File: src/verilog/lmoc_consts.svh
// Constants of the LCD multiplex output control block: offsets, fields, resets, timing
`ifndef LMOC_CONSTS_SVH
`define LMOC_CONSTS_SVH
// ----------------------------------------------------------------
// Register byte offsets
// ----------------------------------------------------------------
`define LMOC_ADR_MODE 8'h00
`define LMOC_ADR_BANK 8'h04
`define LMOC_ADR_STAT 8'h08
`define LMOC_ADR_ROW_BASE 8'h10
`define LMOC_ADR_ROW_LAST 8'h2c
// ----------------------------------------------------------------
// Field positions and reset values
// ----------------------------------------------------------------
`define LMOC_MODE_EN_BIT 0
`define LMOC_MODE_BIAS_BIT 1
`define LMOC_MODE_DRV_LSB 2
`define LMOC_MODE_RST 4'h0
`define LMOC_BANK_OUT_BIT 0
`define LMOC_BANK_RST 1'h0
// ----------------------------------------------------------------
// Geometry and timing
// ----------------------------------------------------------------
`define LMOC_SEGS 40
`define LMOC_BPS 4
`define LMOC_CLK_MHZ 250
`define LMOC_PHASE_NS 2000
`define LMOC_PHASE_CYC ((`LMOC_PHASE_NS * `LMOC_CLK_MHZ) / 1000)
`endif

File: src/verilog/lmoc_pkg.sv
// Types shared by the LCD multiplex output control block
package lmoc_pkg;
    // Drive mode field codes
    typedef enum logic [1:0] {
        LMOC_DRV_STATIC = 2'h0,
        LMOC_DRV_MUX2 = 2'h1,
        LMOC_DRV_MUX3 = 2'h2,
        LMOC_DRV_MUX4 = 2'h3
    } lmoc_drive_t;
    // Divider tap index: 0 ground, 1 lower tap, 2 upper tap, 3 full LCD supply
    typedef logic [1:0] lmoc_level_t;
    // Phase sequencer states, one-hot
    typedef enum logic [1:0] {
        LMOC_ST_OFF = 2'b01,
        LMOC_ST_RUN = 2'b10
    } lmoc_seq_state_t;
endpackage : lmoc_pkg

File: src/verilog/lmoc_seq_if.sv
// Carrier between the output control core and its phase sequencer
`timescale 1ns/1ps
interface lmoc_seq_if;
    logic enable;        // Display enabled
    logic [2:0] nphase;  // Active backplanes, 1 to 4
    logic [1:0] phase;   // Current multiplex phase
    logic pol;           // Frame polarity
    logic start;         // One-cycle pulse at each phase start
    modport seq (input enable, input nphase, output phase, output pol, output start);
    modport ctl (output enable, output nphase, input phase, input pol, input start);
endinterface : lmoc_seq_if

File: src/verilog/lmoc_phase_seq.sv
// Multiplex phase and frame polarity sequencer
`timescale 1ns/1ps
`include "lmoc_consts.svh"
module lmoc_phase_seq #(
    parameter int PHASE_CYCLES = `LMOC_PHASE_CYC
) (
    input wire logic clk_i,
    input wire logic rst_i,
    lmoc_seq_if.seq sq
);
    import lmoc_pkg::*;
    localparam int CW = $clog2(PHASE_CYCLES + 1);
    localparam logic [CW-1:0] CNT_LAST = CW'(PHASE_CYCLES - 1);

    if (PHASE_CYCLES < 1) begin : g_chk
        $error("PHASE_CYCLES must be at least one");
    end

    lmoc_seq_state_t state_reg, state_next;  // Running or parked
    logic [CW-1:0] cnt_reg, cnt_next;       // Cycles within phase
    logic [1:0] phase_reg, phase_next;      // Phase index
    logic pol_reg, pol_next;                // Frame polarity
    logic start_reg, start_next;            // Phase start pulse
    logic [2:0] nph_reg, nph_next;          // Phase count in use
    logic [1:0] last_phase;                 // Final phase of a frame

    assign last_phase = 2'(nph_reg - 3'h1);
    assign sq.phase = phase_reg;
    assign sq.pol = pol_reg;
    assign sq.start = start_reg;

    // ----------------------------------------------------------------
    // Next state
    // ----------------------------------------------------------------
    always_comb begin
        state_next = state_reg;
        cnt_next = cnt_reg;
        phase_next = phase_reg;
        pol_next = pol_reg;
        start_next = 1'b0;
        nph_next = sq.nphase;
        case (state_reg)
            LMOC_ST_OFF: begin
                // Start a fresh frame at phase 0
                if (sq.enable) begin
                    state_next = LMOC_ST_RUN;
                    cnt_next = '0;
                    phase_next = 2'h0;
                    start_next = 1'b1;
                end
            end
            LMOC_ST_RUN: begin
                // Mode change or disable restarts the sequence
                if (!sq.enable || sq.nphase != nph_reg) begin
                    state_next = LMOC_ST_OFF;
                    cnt_next = '0;
                    phase_next = 2'h0;
                    // Every restart begins with the even frame
                    pol_next = 1'b0;
                end else if (cnt_reg == CNT_LAST) begin
                    cnt_next = '0;
                    start_next = 1'b1;
                    if (phase_reg == last_phase) begin
                        phase_next = 2'h0;
                        pol_next = ~pol_reg;
                    end else begin
                        phase_next = 2'(phase_reg + 2'h1);
                    end
                end else begin
                    cnt_next = CW'(cnt_reg + 1'b1);
                end
            end
            default: begin
                state_next = LMOC_ST_OFF;
            end
        endcase
    end

    // Register stage
    always_ff @(posedge clk_i) begin
        if (rst_i) begin
            state_reg <= LMOC_ST_OFF;
            cnt_reg <= '0;
            phase_reg <= 2'h0;
            pol_reg <= 1'b0;
            start_reg <= 1'b0;
            nph_reg <= 3'h1;
        end else begin
            state_reg <= state_next;
            cnt_reg <= cnt_next;
            phase_reg <= phase_next;
            pol_reg <= pol_next;
            start_reg <= start_next;
            nph_reg <= nph_next;
        end
    end
endmodule : lmoc_phase_seq

File: src/verilog/lmoc_output_ctrl.sv
// LCD multiplex output control: register slave, display register and drive levels
//
// Implementation choices: the register addresses and the Wishbone slave port.
`timescale 1ns/1ps
`include "lmoc_consts.svh"
module lmoc_output_ctrl #(
    parameter int NSEG = `LMOC_SEGS,
    parameter int PHASE_CYCLES = `LMOC_PHASE_CYC
) (
    input wire logic clk_i,
    input wire logic rst_i,
    input wire logic wb_cyc_i,
    input wire logic wb_stb_i,
    input wire logic wb_we_i,
    input wire logic [7:0] wb_adr_i,
    input wire logic [3:0] wb_sel_i,
    input wire logic [31:0] wb_dat_i,
    output logic [31:0] wb_dat_o,
    output logic wb_ack_o,
    output lmoc_pkg::lmoc_level_t backplane_out_first_o,
    output lmoc_pkg::lmoc_level_t backplane_out_second_o,
    output lmoc_pkg::lmoc_level_t backplane_out_third_o,
    output lmoc_pkg::lmoc_level_t backplane_out_fourth_o,
    output lmoc_pkg::lmoc_level_t [NSEG-1:0] segment_outputs_o,
    output logic bias_bypass_o
);
    import lmoc_pkg::*;
    localparam int NBP = `LMOC_BPS;
    localparam int HIW = NSEG - 32;

    // Two bus words per RAM row: the logic cannot serve other widths
    if (NSEG < 33 || NSEG > 64) begin : g_chk
        $error("NSEG must lie between 33 and 64");
    end

    // ----------------------------------------------------------------
    // State
    // ----------------------------------------------------------------
    logic [3:0] mode_reg, mode_next;              // Enable, bias, drive mode
    logic bank_reg, bank_next;                    // Output bank select
    logic [NSEG-1:0] ram_reg [NBP];               // Display RAM, one word per row
    logic [NSEG-1:0] ram_next [NBP];
    logic ack_reg, ack_next;                      // Bus acknowledge
    logic [31:0] dat_reg, dat_next;               // Bus read data
    logic [NSEG-1:0] disp_reg, disp_next;         // Display register
    logic [1:0] dphase_reg, dphase_next;          // Phase held with display data
    logic dpol_reg, dpol_next;                    // Polarity held with display data
    lmoc_level_t bp_reg [NBP];                    // Backplane levels
    lmoc_level_t bp_next [NBP];
    lmoc_level_t [NSEG-1:0] seg_reg, seg_next;    // Segment levels
    logic bypass_reg, bypass_next;                // Divider bypass switch

    logic en;                                     // Display enabled
    logic half;                                   // Half bias selected
    lmoc_drive_t drv;                             // Drive mode
    logic wr_go;                                  // Write takes effect now
    logic [1:0] row_sel;                          // RAM row for next phase
    logic [3:0] rsel;                             // Row register index

    lmoc_seq_if sq();

    assign en = mode_reg[`LMOC_MODE_EN_BIT];
    assign half = mode_reg[`LMOC_MODE_BIAS_BIT];
    assign drv = lmoc_drive_t'(mode_reg[`LMOC_MODE_DRV_LSB +: 2]);
    assign wr_go = wb_cyc_i & wb_stb_i & wb_we_i & ack_reg;
    assign rsel = 4'(wb_adr_i[7:2] - 6'(`LMOC_ADR_ROW_BASE >> 2));

    // Phase count per drive mode
    assign sq.enable = en;
    always_comb begin
        case (drv)
            LMOC_DRV_STATIC: sq.nphase = 3'h1;
            LMOC_DRV_MUX2: sq.nphase = 3'h2;
            LMOC_DRV_MUX3: sq.nphase = 3'h3;
            default: sq.nphase = 3'h4;
        endcase
    end

    lmoc_phase_seq #(
        .PHASE_CYCLES(PHASE_CYCLES)
    ) u_seq (
        .clk_i(clk_i),
        .rst_i(rst_i),
        .sq(sq.seq)
    );

    // Byte-lane merge of a write into a word
    function automatic logic [31:0] merge(input logic [31:0] old, input logic [31:0] nw,
                                          input logic [3:0] sel);
        logic [31:0] r;
        r = old;
        for (int b = 0; b < 4; b++) begin
            if (sel[b]) begin
                r[8*b +: 8] = nw[8*b +: 8];
            end
        end
        return r;
    endfunction : merge

    // Invert a level for the odd frame
    function automatic lmoc_level_t flip(input lmoc_level_t l, input logic p);
        return p ? ~l : l;
    endfunction : flip

    // ----------------------------------------------------------------
    // Wishbone slave
    // ----------------------------------------------------------------
    always_comb begin
        logic [31:0] mw;                          // Write word after byte-lane merge
        mw = 32'h0;
        ack_next = wb_cyc_i & wb_stb_i & ~ack_reg;
        mode_next = mode_reg;
        bank_next = bank_reg;
        dat_next = dat_reg;
        for (int r = 0; r < NBP; r++) begin
            ram_next[r] = ram_reg[r];
        end
        // Read data captured as the answer is raised; unmapped reads zero
        if (ack_next) begin
            dat_next = 32'h0;
            if (wb_adr_i == `LMOC_ADR_MODE) begin
                dat_next = {28'h0, mode_reg};
            end else if (wb_adr_i == `LMOC_ADR_BANK) begin
                dat_next = {31'h0, bank_reg};
            end else if (wb_adr_i == `LMOC_ADR_STAT) begin
                dat_next = {28'h0, sq.pol, sq.phase, en};
            end else if (wb_adr_i >= `LMOC_ADR_ROW_BASE && wb_adr_i <= `LMOC_ADR_ROW_LAST) begin
                if (rsel[0]) begin
                    dat_next = 32'(ram_reg[rsel[2:1]][NSEG-1:32]);
                end else begin
                    dat_next = ram_reg[rsel[2:1]][31:0];
                end
            end
        end
        // Writes land on the edge where the acknowledge is seen
        if (wr_go) begin
            if (wb_adr_i == `LMOC_ADR_MODE) begin
                mw = merge({28'h0, mode_reg}, wb_dat_i, wb_sel_i);
                mode_next = mw[3:0];
            end else if (wb_adr_i == `LMOC_ADR_BANK) begin
                mw = merge({31'h0, bank_reg}, wb_dat_i, wb_sel_i);
                bank_next = mw[`LMOC_BANK_OUT_BIT];
            end else if (wb_adr_i >= `LMOC_ADR_ROW_BASE && wb_adr_i <= `LMOC_ADR_ROW_LAST) begin
                if (rsel[0]) begin
                    // Only the low lanes of the high word hold segments
                    mw = merge(32'(ram_reg[rsel[2:1]][NSEG-1:32]), wb_dat_i, wb_sel_i);
                    ram_next[rsel[2:1]][NSEG-1:32] = mw[HIW-1:0];
                end else begin
                    ram_next[rsel[2:1]][31:0] = merge(ram_reg[rsel[2:1]][31:0],
                                                      wb_dat_i, wb_sel_i);
                end
            end
        end
    end

    // ----------------------------------------------------------------
    // Display register: row for the starting phase
    // ----------------------------------------------------------------
    always_comb begin
        // Bank 1 shifts rows by two in static and 1:2 modes
        if (bank_reg && (drv == LMOC_DRV_STATIC || drv == LMOC_DRV_MUX2)) begin
            row_sel = 2'(sq.phase + 2'h2);
        end else begin
            row_sel = sq.phase;
        end
        disp_next = disp_reg;
        dphase_next = dphase_reg;
        dpol_next = dpol_reg;
        if (sq.start) begin
            disp_next = ram_reg[row_sel];
            dphase_next = sq.phase;
            dpol_next = sq.pol;
        end
    end

    // ----------------------------------------------------------------
    // Drive levels for backplanes and segments
    // ----------------------------------------------------------------
    for (genvar i = 0; i < NBP; i++) begin : g_bp
        logic [1:0] idx;  // Phase this output serves
        always_comb begin
            case (drv)
                LMOC_DRV_STATIC: idx = 2'h0;
                LMOC_DRV_MUX2: idx = 2'(i % 2);
                LMOC_DRV_MUX3: idx = (i == 3) ? 2'h1 : 2'(i);
                default: idx = 2'(i);
            endcase
            if (!en) begin
                bp_next[i] = 2'h0;
            end else if (drv == LMOC_DRV_STATIC || idx == dphase_reg) begin
                bp_next[i] = flip(2'h3, dpol_reg);
            end else begin
                bp_next[i] = flip(2'h1, dpol_reg);
            end
        end
    end

    for (genvar s = 0; s < NSEG; s++) begin : g_seg
        always_comb begin
            if (!en) begin
                seg_next[s] = 2'h0;
            end else if (disp_reg[s]) begin
                seg_next[s] = flip(2'h0, dpol_reg);
            end else if (half || drv == LMOC_DRV_STATIC) begin
                seg_next[s] = flip(2'h3, dpol_reg);
            end else begin
                seg_next[s] = flip(2'h2, dpol_reg);
            end
        end
    end

    assign bypass_next = half;

    // ----------------------------------------------------------------
    // Register stage
    // ----------------------------------------------------------------
    always_ff @(posedge clk_i) begin
        if (rst_i) begin
            mode_reg <= `LMOC_MODE_RST;
            bank_reg <= `LMOC_BANK_RST;
            ack_reg <= 1'b0;
            dat_reg <= 32'h0;
            disp_reg <= '0;
            dphase_reg <= 2'h0;
            dpol_reg <= 1'b0;
            seg_reg <= '0;
            bypass_reg <= 1'b0;
            for (int r = 0; r < NBP; r++) begin
                ram_reg[r] <= '0;
                bp_reg[r] <= 2'h0;
            end
        end else begin
            mode_reg <= mode_next;
            bank_reg <= bank_next;
            ack_reg <= ack_next;
            dat_reg <= dat_next;
            disp_reg <= disp_next;
            dphase_reg <= dphase_next;
            dpol_reg <= dpol_next;
            seg_reg <= seg_next;
            bypass_reg <= bypass_next;
            for (int r = 0; r < NBP; r++) begin
                ram_reg[r] <= ram_next[r];
                bp_reg[r] <= bp_next[r];
            end
        end
    end

    assign wb_ack_o = ack_reg;
    assign wb_dat_o = dat_reg;
    assign backplane_out_first_o = bp_reg[0];
    assign backplane_out_second_o = bp_reg[1];
    assign backplane_out_third_o = bp_reg[2];
    assign backplane_out_fourth_o = bp_reg[3];
    assign segment_outputs_o = seg_reg;
    assign bias_bypass_o = bypass_reg;
endmodule : lmoc_output_ctrl

File: config.mk
export PLATFORM = sky130hd
export DESIGN_NAME = lmoc_output_ctrl
export DESIGN_NICKNAME = d
export VERILOG_FILES = /design/src/verilog/lmoc_pkg.sv /design/src/verilog/lmoc_seq_if.sv /design/src/verilog/lmoc_phase_seq.sv /design/src/verilog/lmoc_output_ctrl.sv
export VERILOG_INCLUDE_DIRS = /design/src /design/src/verilog
export SDC_FILE = /design/constraint.sdc
export NUM_CORES = 1
export LEC_CHECK = 0
export BUFFER_PORTS_ARGS = -buffer_cell sky130_fd_sc_hd__clkbuf_2
export CAP_MARGIN = 15
export CORE_ASPECT_RATIO = 0.8
export CORE_UTILIZATION = 60
export CTS_BUF_LIST = sky130_fd_sc_hd__clkbuf_8
export DETAILED_ROUTE_END_ITERATION = 8
export GPL_ROUTABILITY_DRIVEN = 0
export PLACE_DENSITY = 0.83
export SETUP_SLACK_MARGIN = 0.5
export SYNTH_ARGS = -nofsm -noshare
export SYNTH_HDL_FRONTEND = slang
export SYNTH_HIERARCHICAL = 1
export SYNTH_SLANG_ARGS = --single-unit
File: constraint.sdc
create_clock -name clk_i -period 2.6 [get_ports clk_i]
set_clock_uncertainty 0.1 [all_clocks]
set_input_delay 0.13 -clock clk_i [delete_from_list [all_inputs] [get_ports clk_i]]
set_output_delay 0.13 -clock clk_i [all_outputs]
set_load 0.05 [all_outputs]
After elaboration in Yosys (flattened, before gate mapping). Memories as Yosys holds them, arrays and structs flattened. A register that Yosys moved wholly into a read port is not among the register bits. Index checks and enable logic that the tools add are counted.

Mux-type cells: 134. Add/subtract/negate cells: 5. Bitwise operators: 17. Magnitude comparators: 4. Equal/unequal tests: 15. Reduce and logical (&&, ||, !) cells: 26.

Operator list (number): $mux W160 (5); $bwmux W160 (2); $mux W8 (30); $mux W40 (5); $mux W32 (6); $demux W40 S2 (2); $mux W2 (65); $mux W9 (3); $pmux W9 S2 (1); $pmux W2 S2 (3); $mux W1 (10); $add A9 B1 Y9 const B (1); $eq A9 B9 Y1 const B (1); $pmux W3 S3 (1); $reduce_and A3 Y1 (3); $eq A2 B2 Y1 (4); $eq A8 B3 Y1 const B (1); $eq A8 B4 Y1 const B (1); $ge A8 B5 Y1 const B (1); $le A8 B6 Y1 const B (1); $logic_not A8 Y1 (1); $or A1 B1 Y1 (8); $logic_or A1 B1 Y1 (7); $reduce_bool A2 Y1 (3); 22 further kinds (36).

Word-level logic and storage cells: 256. Memories kept: 2. RAM bits: 168. Input bits: 49. Register bits: 140.

Memories: ram_reg (words 4, bits a word 40, rd ports 6, clocked after Yosys merged registers in 1, wr ports 4, RTL line lmoc_output_ctrl.sv:41) `logic [NSEG-1:0] ram_reg [NBP];`; bp_reg (words 4, bits a word 2, rd ports 4, clocked after Yosys merged registers in 0, wr ports 4, RTL line lmoc_output_ctrl.sv:48) `lmoc_level_t bp_reg [NBP];`.

Depth between registers and ports, before layout. An unclocked memory read counts as a cell.

Word-level depth: 15. Depth in mapped cells: 9.

Modules after synthesis. Netlist, hierarchy kept.

Modules (own cells, without submodules): lmoc_output_ctrl (cells each 1615, area each 14751.6 sq um, times used 1, seq. area each 6546.3 sq um); lmoc_phase_seq (cells each 96, area each 908.4 sq um, times used 1, seq. area each 360.3 sq um).

Worst setup path before layout. No wires, ideal clock.

Path type: register to register. Start point: register mode_reg[2]. End point: register disp_reg[2], read port of ram_reg. Slack: 0.210 ns. Period minus slack after synthesis: 2.390 ns. Stages on the path, launching flop included: 9. Arrival: 2.168 ns. Path through: dfxtp_1 inv_1 ha_1 o21a_1 xor2_1 buf_2 buf_4 mux2_2 a221o_1.

Longest elaborated chain between the ends: 4. Elaborated cells on any way between the ends: 5. Those cells by class: eq/ne: 1; mux: 1; reduce/logical: 3.

Ends and longest elaborated chain: start, declared (RTL line lmoc_output_ctrl.sv:39) `logic [3:0] mode_reg, mode_next;`; start signal, assigned (RTL line lmoc_output_ctrl.sv:219) `` mode_reg <= `LMOC_MODE_RST; ``; start signal, assigned (RTL line lmoc_output_ctrl.sv:233) `mode_reg <= mode_next;`; $eq A2 B1 Y1 or $logic_not A2 Y1 (tied branches) (RTL line lmoc_output_ctrl.sv:161) `if (bank_reg && (drv == LMOC_DRV_STATIC || drv == LMOC_DRV_MUX2)) begin`; $logic_or A1 B1 Y1 * (RTL line lmoc_output_ctrl.sv:161); $logic_and A1 B1 Y1 * (RTL line lmoc_output_ctrl.sv:161); $mux W2 * (RTL line lmoc_output_ctrl.sv:161); end, declared (RTL line lmoc_output_ctrl.sv:45) `logic [NSEG-1:0] disp_reg, disp_next;`.

Every way passes the cells marked *; elsewhere a longest branch is shown, timed or not. A chain may end at the register's enable or synchronous reset.

Worst setup path in the final report. Ends and elaborated chain as after synthesis.

==> flow_metrics.tcl <==
set metrics [dict create \
    nNetsFinal 1953 \
    synth_area_leaders "dfxtp_1 44%, nor2_1 9.5%, mux2_2 6.8%" \
    relSlewSlack_pct 40.45 \
    synthesis.nets 1767 \
    dieArea_sq_um 26750 \
    worst-setup-path-type "reg -> reg" \
    row_count 52 \
    status "finished clean" \
    overflow 0 \
    ant_nets 0 \
    area_growth_pct 23.04 \
    ys_seq_elements 345 \
    setup_viol 0 \
    synth_top_area_share_pct 44.10 \
    grt_pass1_vias 13310 \
    routed_via_density 6.569 \
    netlist_area_sq_um 15660 \
    crit_family "compound AO/OA/AOI/OAI gates" \
    diodes 0 \
    cts_sinks 345 \
    clkLatencyLatePin_ns 0.63 \
    tightestPinTransition_ns 0.8933 \
    mostFrequentLayoutCells "396 x nor2_1, 341 x dfxtp_1, 168 x clkbuf_2" \
    die_h_microns 146.5 \
    max_stage_delay_ns 0.39 \
    critPathMaxFanout 5 \
    fin_crit_sh_pct 88.02 \
    fp.dieW_microns 182.6 \
    yosysSeqAreaShare_pct 44.10 \
    setup-tns-final_ns 0 \
    hold_viol 0 \
    postSynthCellCount 1711 \
    leakage_nw 8.280 \
    critPathLaunchType "flip-flop" \
    setup.worst_path.end_class "flip-flop" \
    track_usage_pct 34.51 \
    io_pins 171 \
    crit_slowest_cell "dfxtp_4" \
    drive_above_1_share_pct 26.64 \
    wirelength_microns 51910 \
    yosys_warnings 6 \
    grt_max_degree 145 \
    cts.reportedPaths.clkPinSlew_ns 0.07 \
    placed_cells 2124 \
    h-tree-depth 2 \
    drv_cap 0 \
    required_ns 2.99 \
    cts_tree "done" \
    core_sq_um 25440 \
    synth_top_area_cell "dfxtp_1" \
    slew_viol_final 0 \
    rrSetupSlack_ns 0.31 \
    io_buffers 170 \
    p_per_area_nw_per_um2 549.9 \
    route.vias.total 15000 \
    synthArstFlopShare_pct 0 \
    antenna_found_initial 0 \
    clock-root-buffer "clkbuf_8" \
    synth_edf_count 0 \
    start_util_pct 61.56 \
    first_iter_violations 2233 \
    hp-class "in -> reg" \
    synth_cell_types 54 \
    period_minus_slack_ns 2.289 \
    synth_ff_type "dfxtp_1" \
    cts_buffer_depth 3 \
    dr.pass1.iters 9 \
    rsz0062_at_grt "true" \
    syn_avg_cell_area_sq_um 9.153 \
    cts_inserted_buffers 53 \
    crit_chain "inv_4 > ha_4 > o21a_4 > xor2_4 > buf_6 > buf_12 > buf_16 > mux2_4 > a221o_1" \
    arrival_ns 2.67 \
    drc 0 \
    place_hpwl_microns 27910 \
    wl_per_cell_microns 22.73 \
    worst-path-buf-inv 4 \
    fmax_ghz 0.4370 \
    largest_reg_flops 160 \
    stdcell_count 2284 \
    vdd.ir_drop.worst_mv 0.3677 \
    n_fill_cell 1567 \
    grt_pass1_wl_microns 72300 \
    final_common_cell "nor2_1" \
]
## cell usage after synthesis, drive strengths merged, types with 2 or more instances
library cell  count
nor2            398
dfxtp           345
nor3            140
clkbuf          117
mux2             95
a21oi            67
mux2i            65
o21ai            60
xor2             50
or3              43
mux4             40
buf              33
a22oi            26
a211oi           22
a221o            22
nor3b            22
nand3            20
o21bai           19
nand2            18
o221ai           12
xnor2            11
nor4              9
inv               8
nor2b             8
ha                7
nand2b            7
nand4             7
nor4b             7
or4               6
o2bb2ai           4
a2bb2oi           3
or2               3
or4b              3
nand3b            2
o211ai            2
o21a              2
## area by class of cell
class,instances,area (sq um),area share (%)
multi-input combinational,1208,8504,44.14
sequential,345,6919,35.91
timing repair buffer,281,2233,11.59
clock buffer,72,991.0,5.143
tap,351,439.2,2.279
clock inverter,19,148.9,0.7727
inverter,8,32.53,0.1688
## path summary, 6_finish.rpt
| path | cells past startpoint | start | end |
|---|---|---|---|
| hold / removal | 5 | wb_dat_i[4] | ram_reg[2][36] |
| setup / recovery | 9 | mode_reg[2] | disp_reg[2] |
| setup reg to reg | 9 | mode_reg[2] | disp_reg[2] |
| hold reg to reg | 1 | wb_dat_o[4] | wb_dat_o[4] |
## timing repair
| item | in CTS | in global routing |
|---|---|---|
| hold endpoints to repair | 129 | 0 |
| endpoints found under the setup margin | 30 | 69 |
| gates cloned | 4 | 5 |
| buffers inserted | 15 | 8 |
| gates resized for setup | 19 | 76 |
| pin swaps | 7 | 22 |
| hold buffers | 37 | 0 |
## cell families (layout without fill, tap and decap cells)
logic type	after synthesis	count (layout)	synth area share, %
AND/OR/NAND/NOR	693	693	20.69
AO/OA/AOI/OAI	247	247	10.36
XOR/XNOR	61	61	3.412
adder cells (fa/ha/maj)	7	7	0.5593
buffers and inverters	158	380	4.139
flip-flops	345	345	44.10
multiplexers	200	200	16.74
## routing by layer
metal / track usage (%) / wire (microns)
met5: 1.818 / 58
met4: 17.27 / 3195
met3: 9.129 / 7249
met2: 51.51 / 22160
met1: 46.02 / 19240
## power by group
group	switching, W	total, W	internal [W]
clock network	0.00218	0.00484	0.00266
logic	0.000294	0.000466	0.000171
registers	0.00000375	0.00529	0.00529
## worst min-delay path, stage by stage
cell and delay (ns):
clkbuf_2 0.08, nand2_1 0.12, o221ai_1 0.18, mux2i_1 0.11, nor2_1 0.09
## stage by stage
step	power [W]	util (%)	area [sq um]	hold slack, ns	worst slack (ns)
finish	0.01059	75.74	19270	0.06703	0.3115
global placement	0.005801	66.60	16940	0.2988	0.2606
global route	0.01084	75.74	19270	0.05776	0.2021
CTS	0.01054	73.69	18750	0.0004238	0.4137
detailed placement	0.005805	66.60	16940	0.3103	0.2116
floorplan	0.005671	-	15750	0.1744	0.4026
Note: power is estimated with default switching activity, not from simulation.
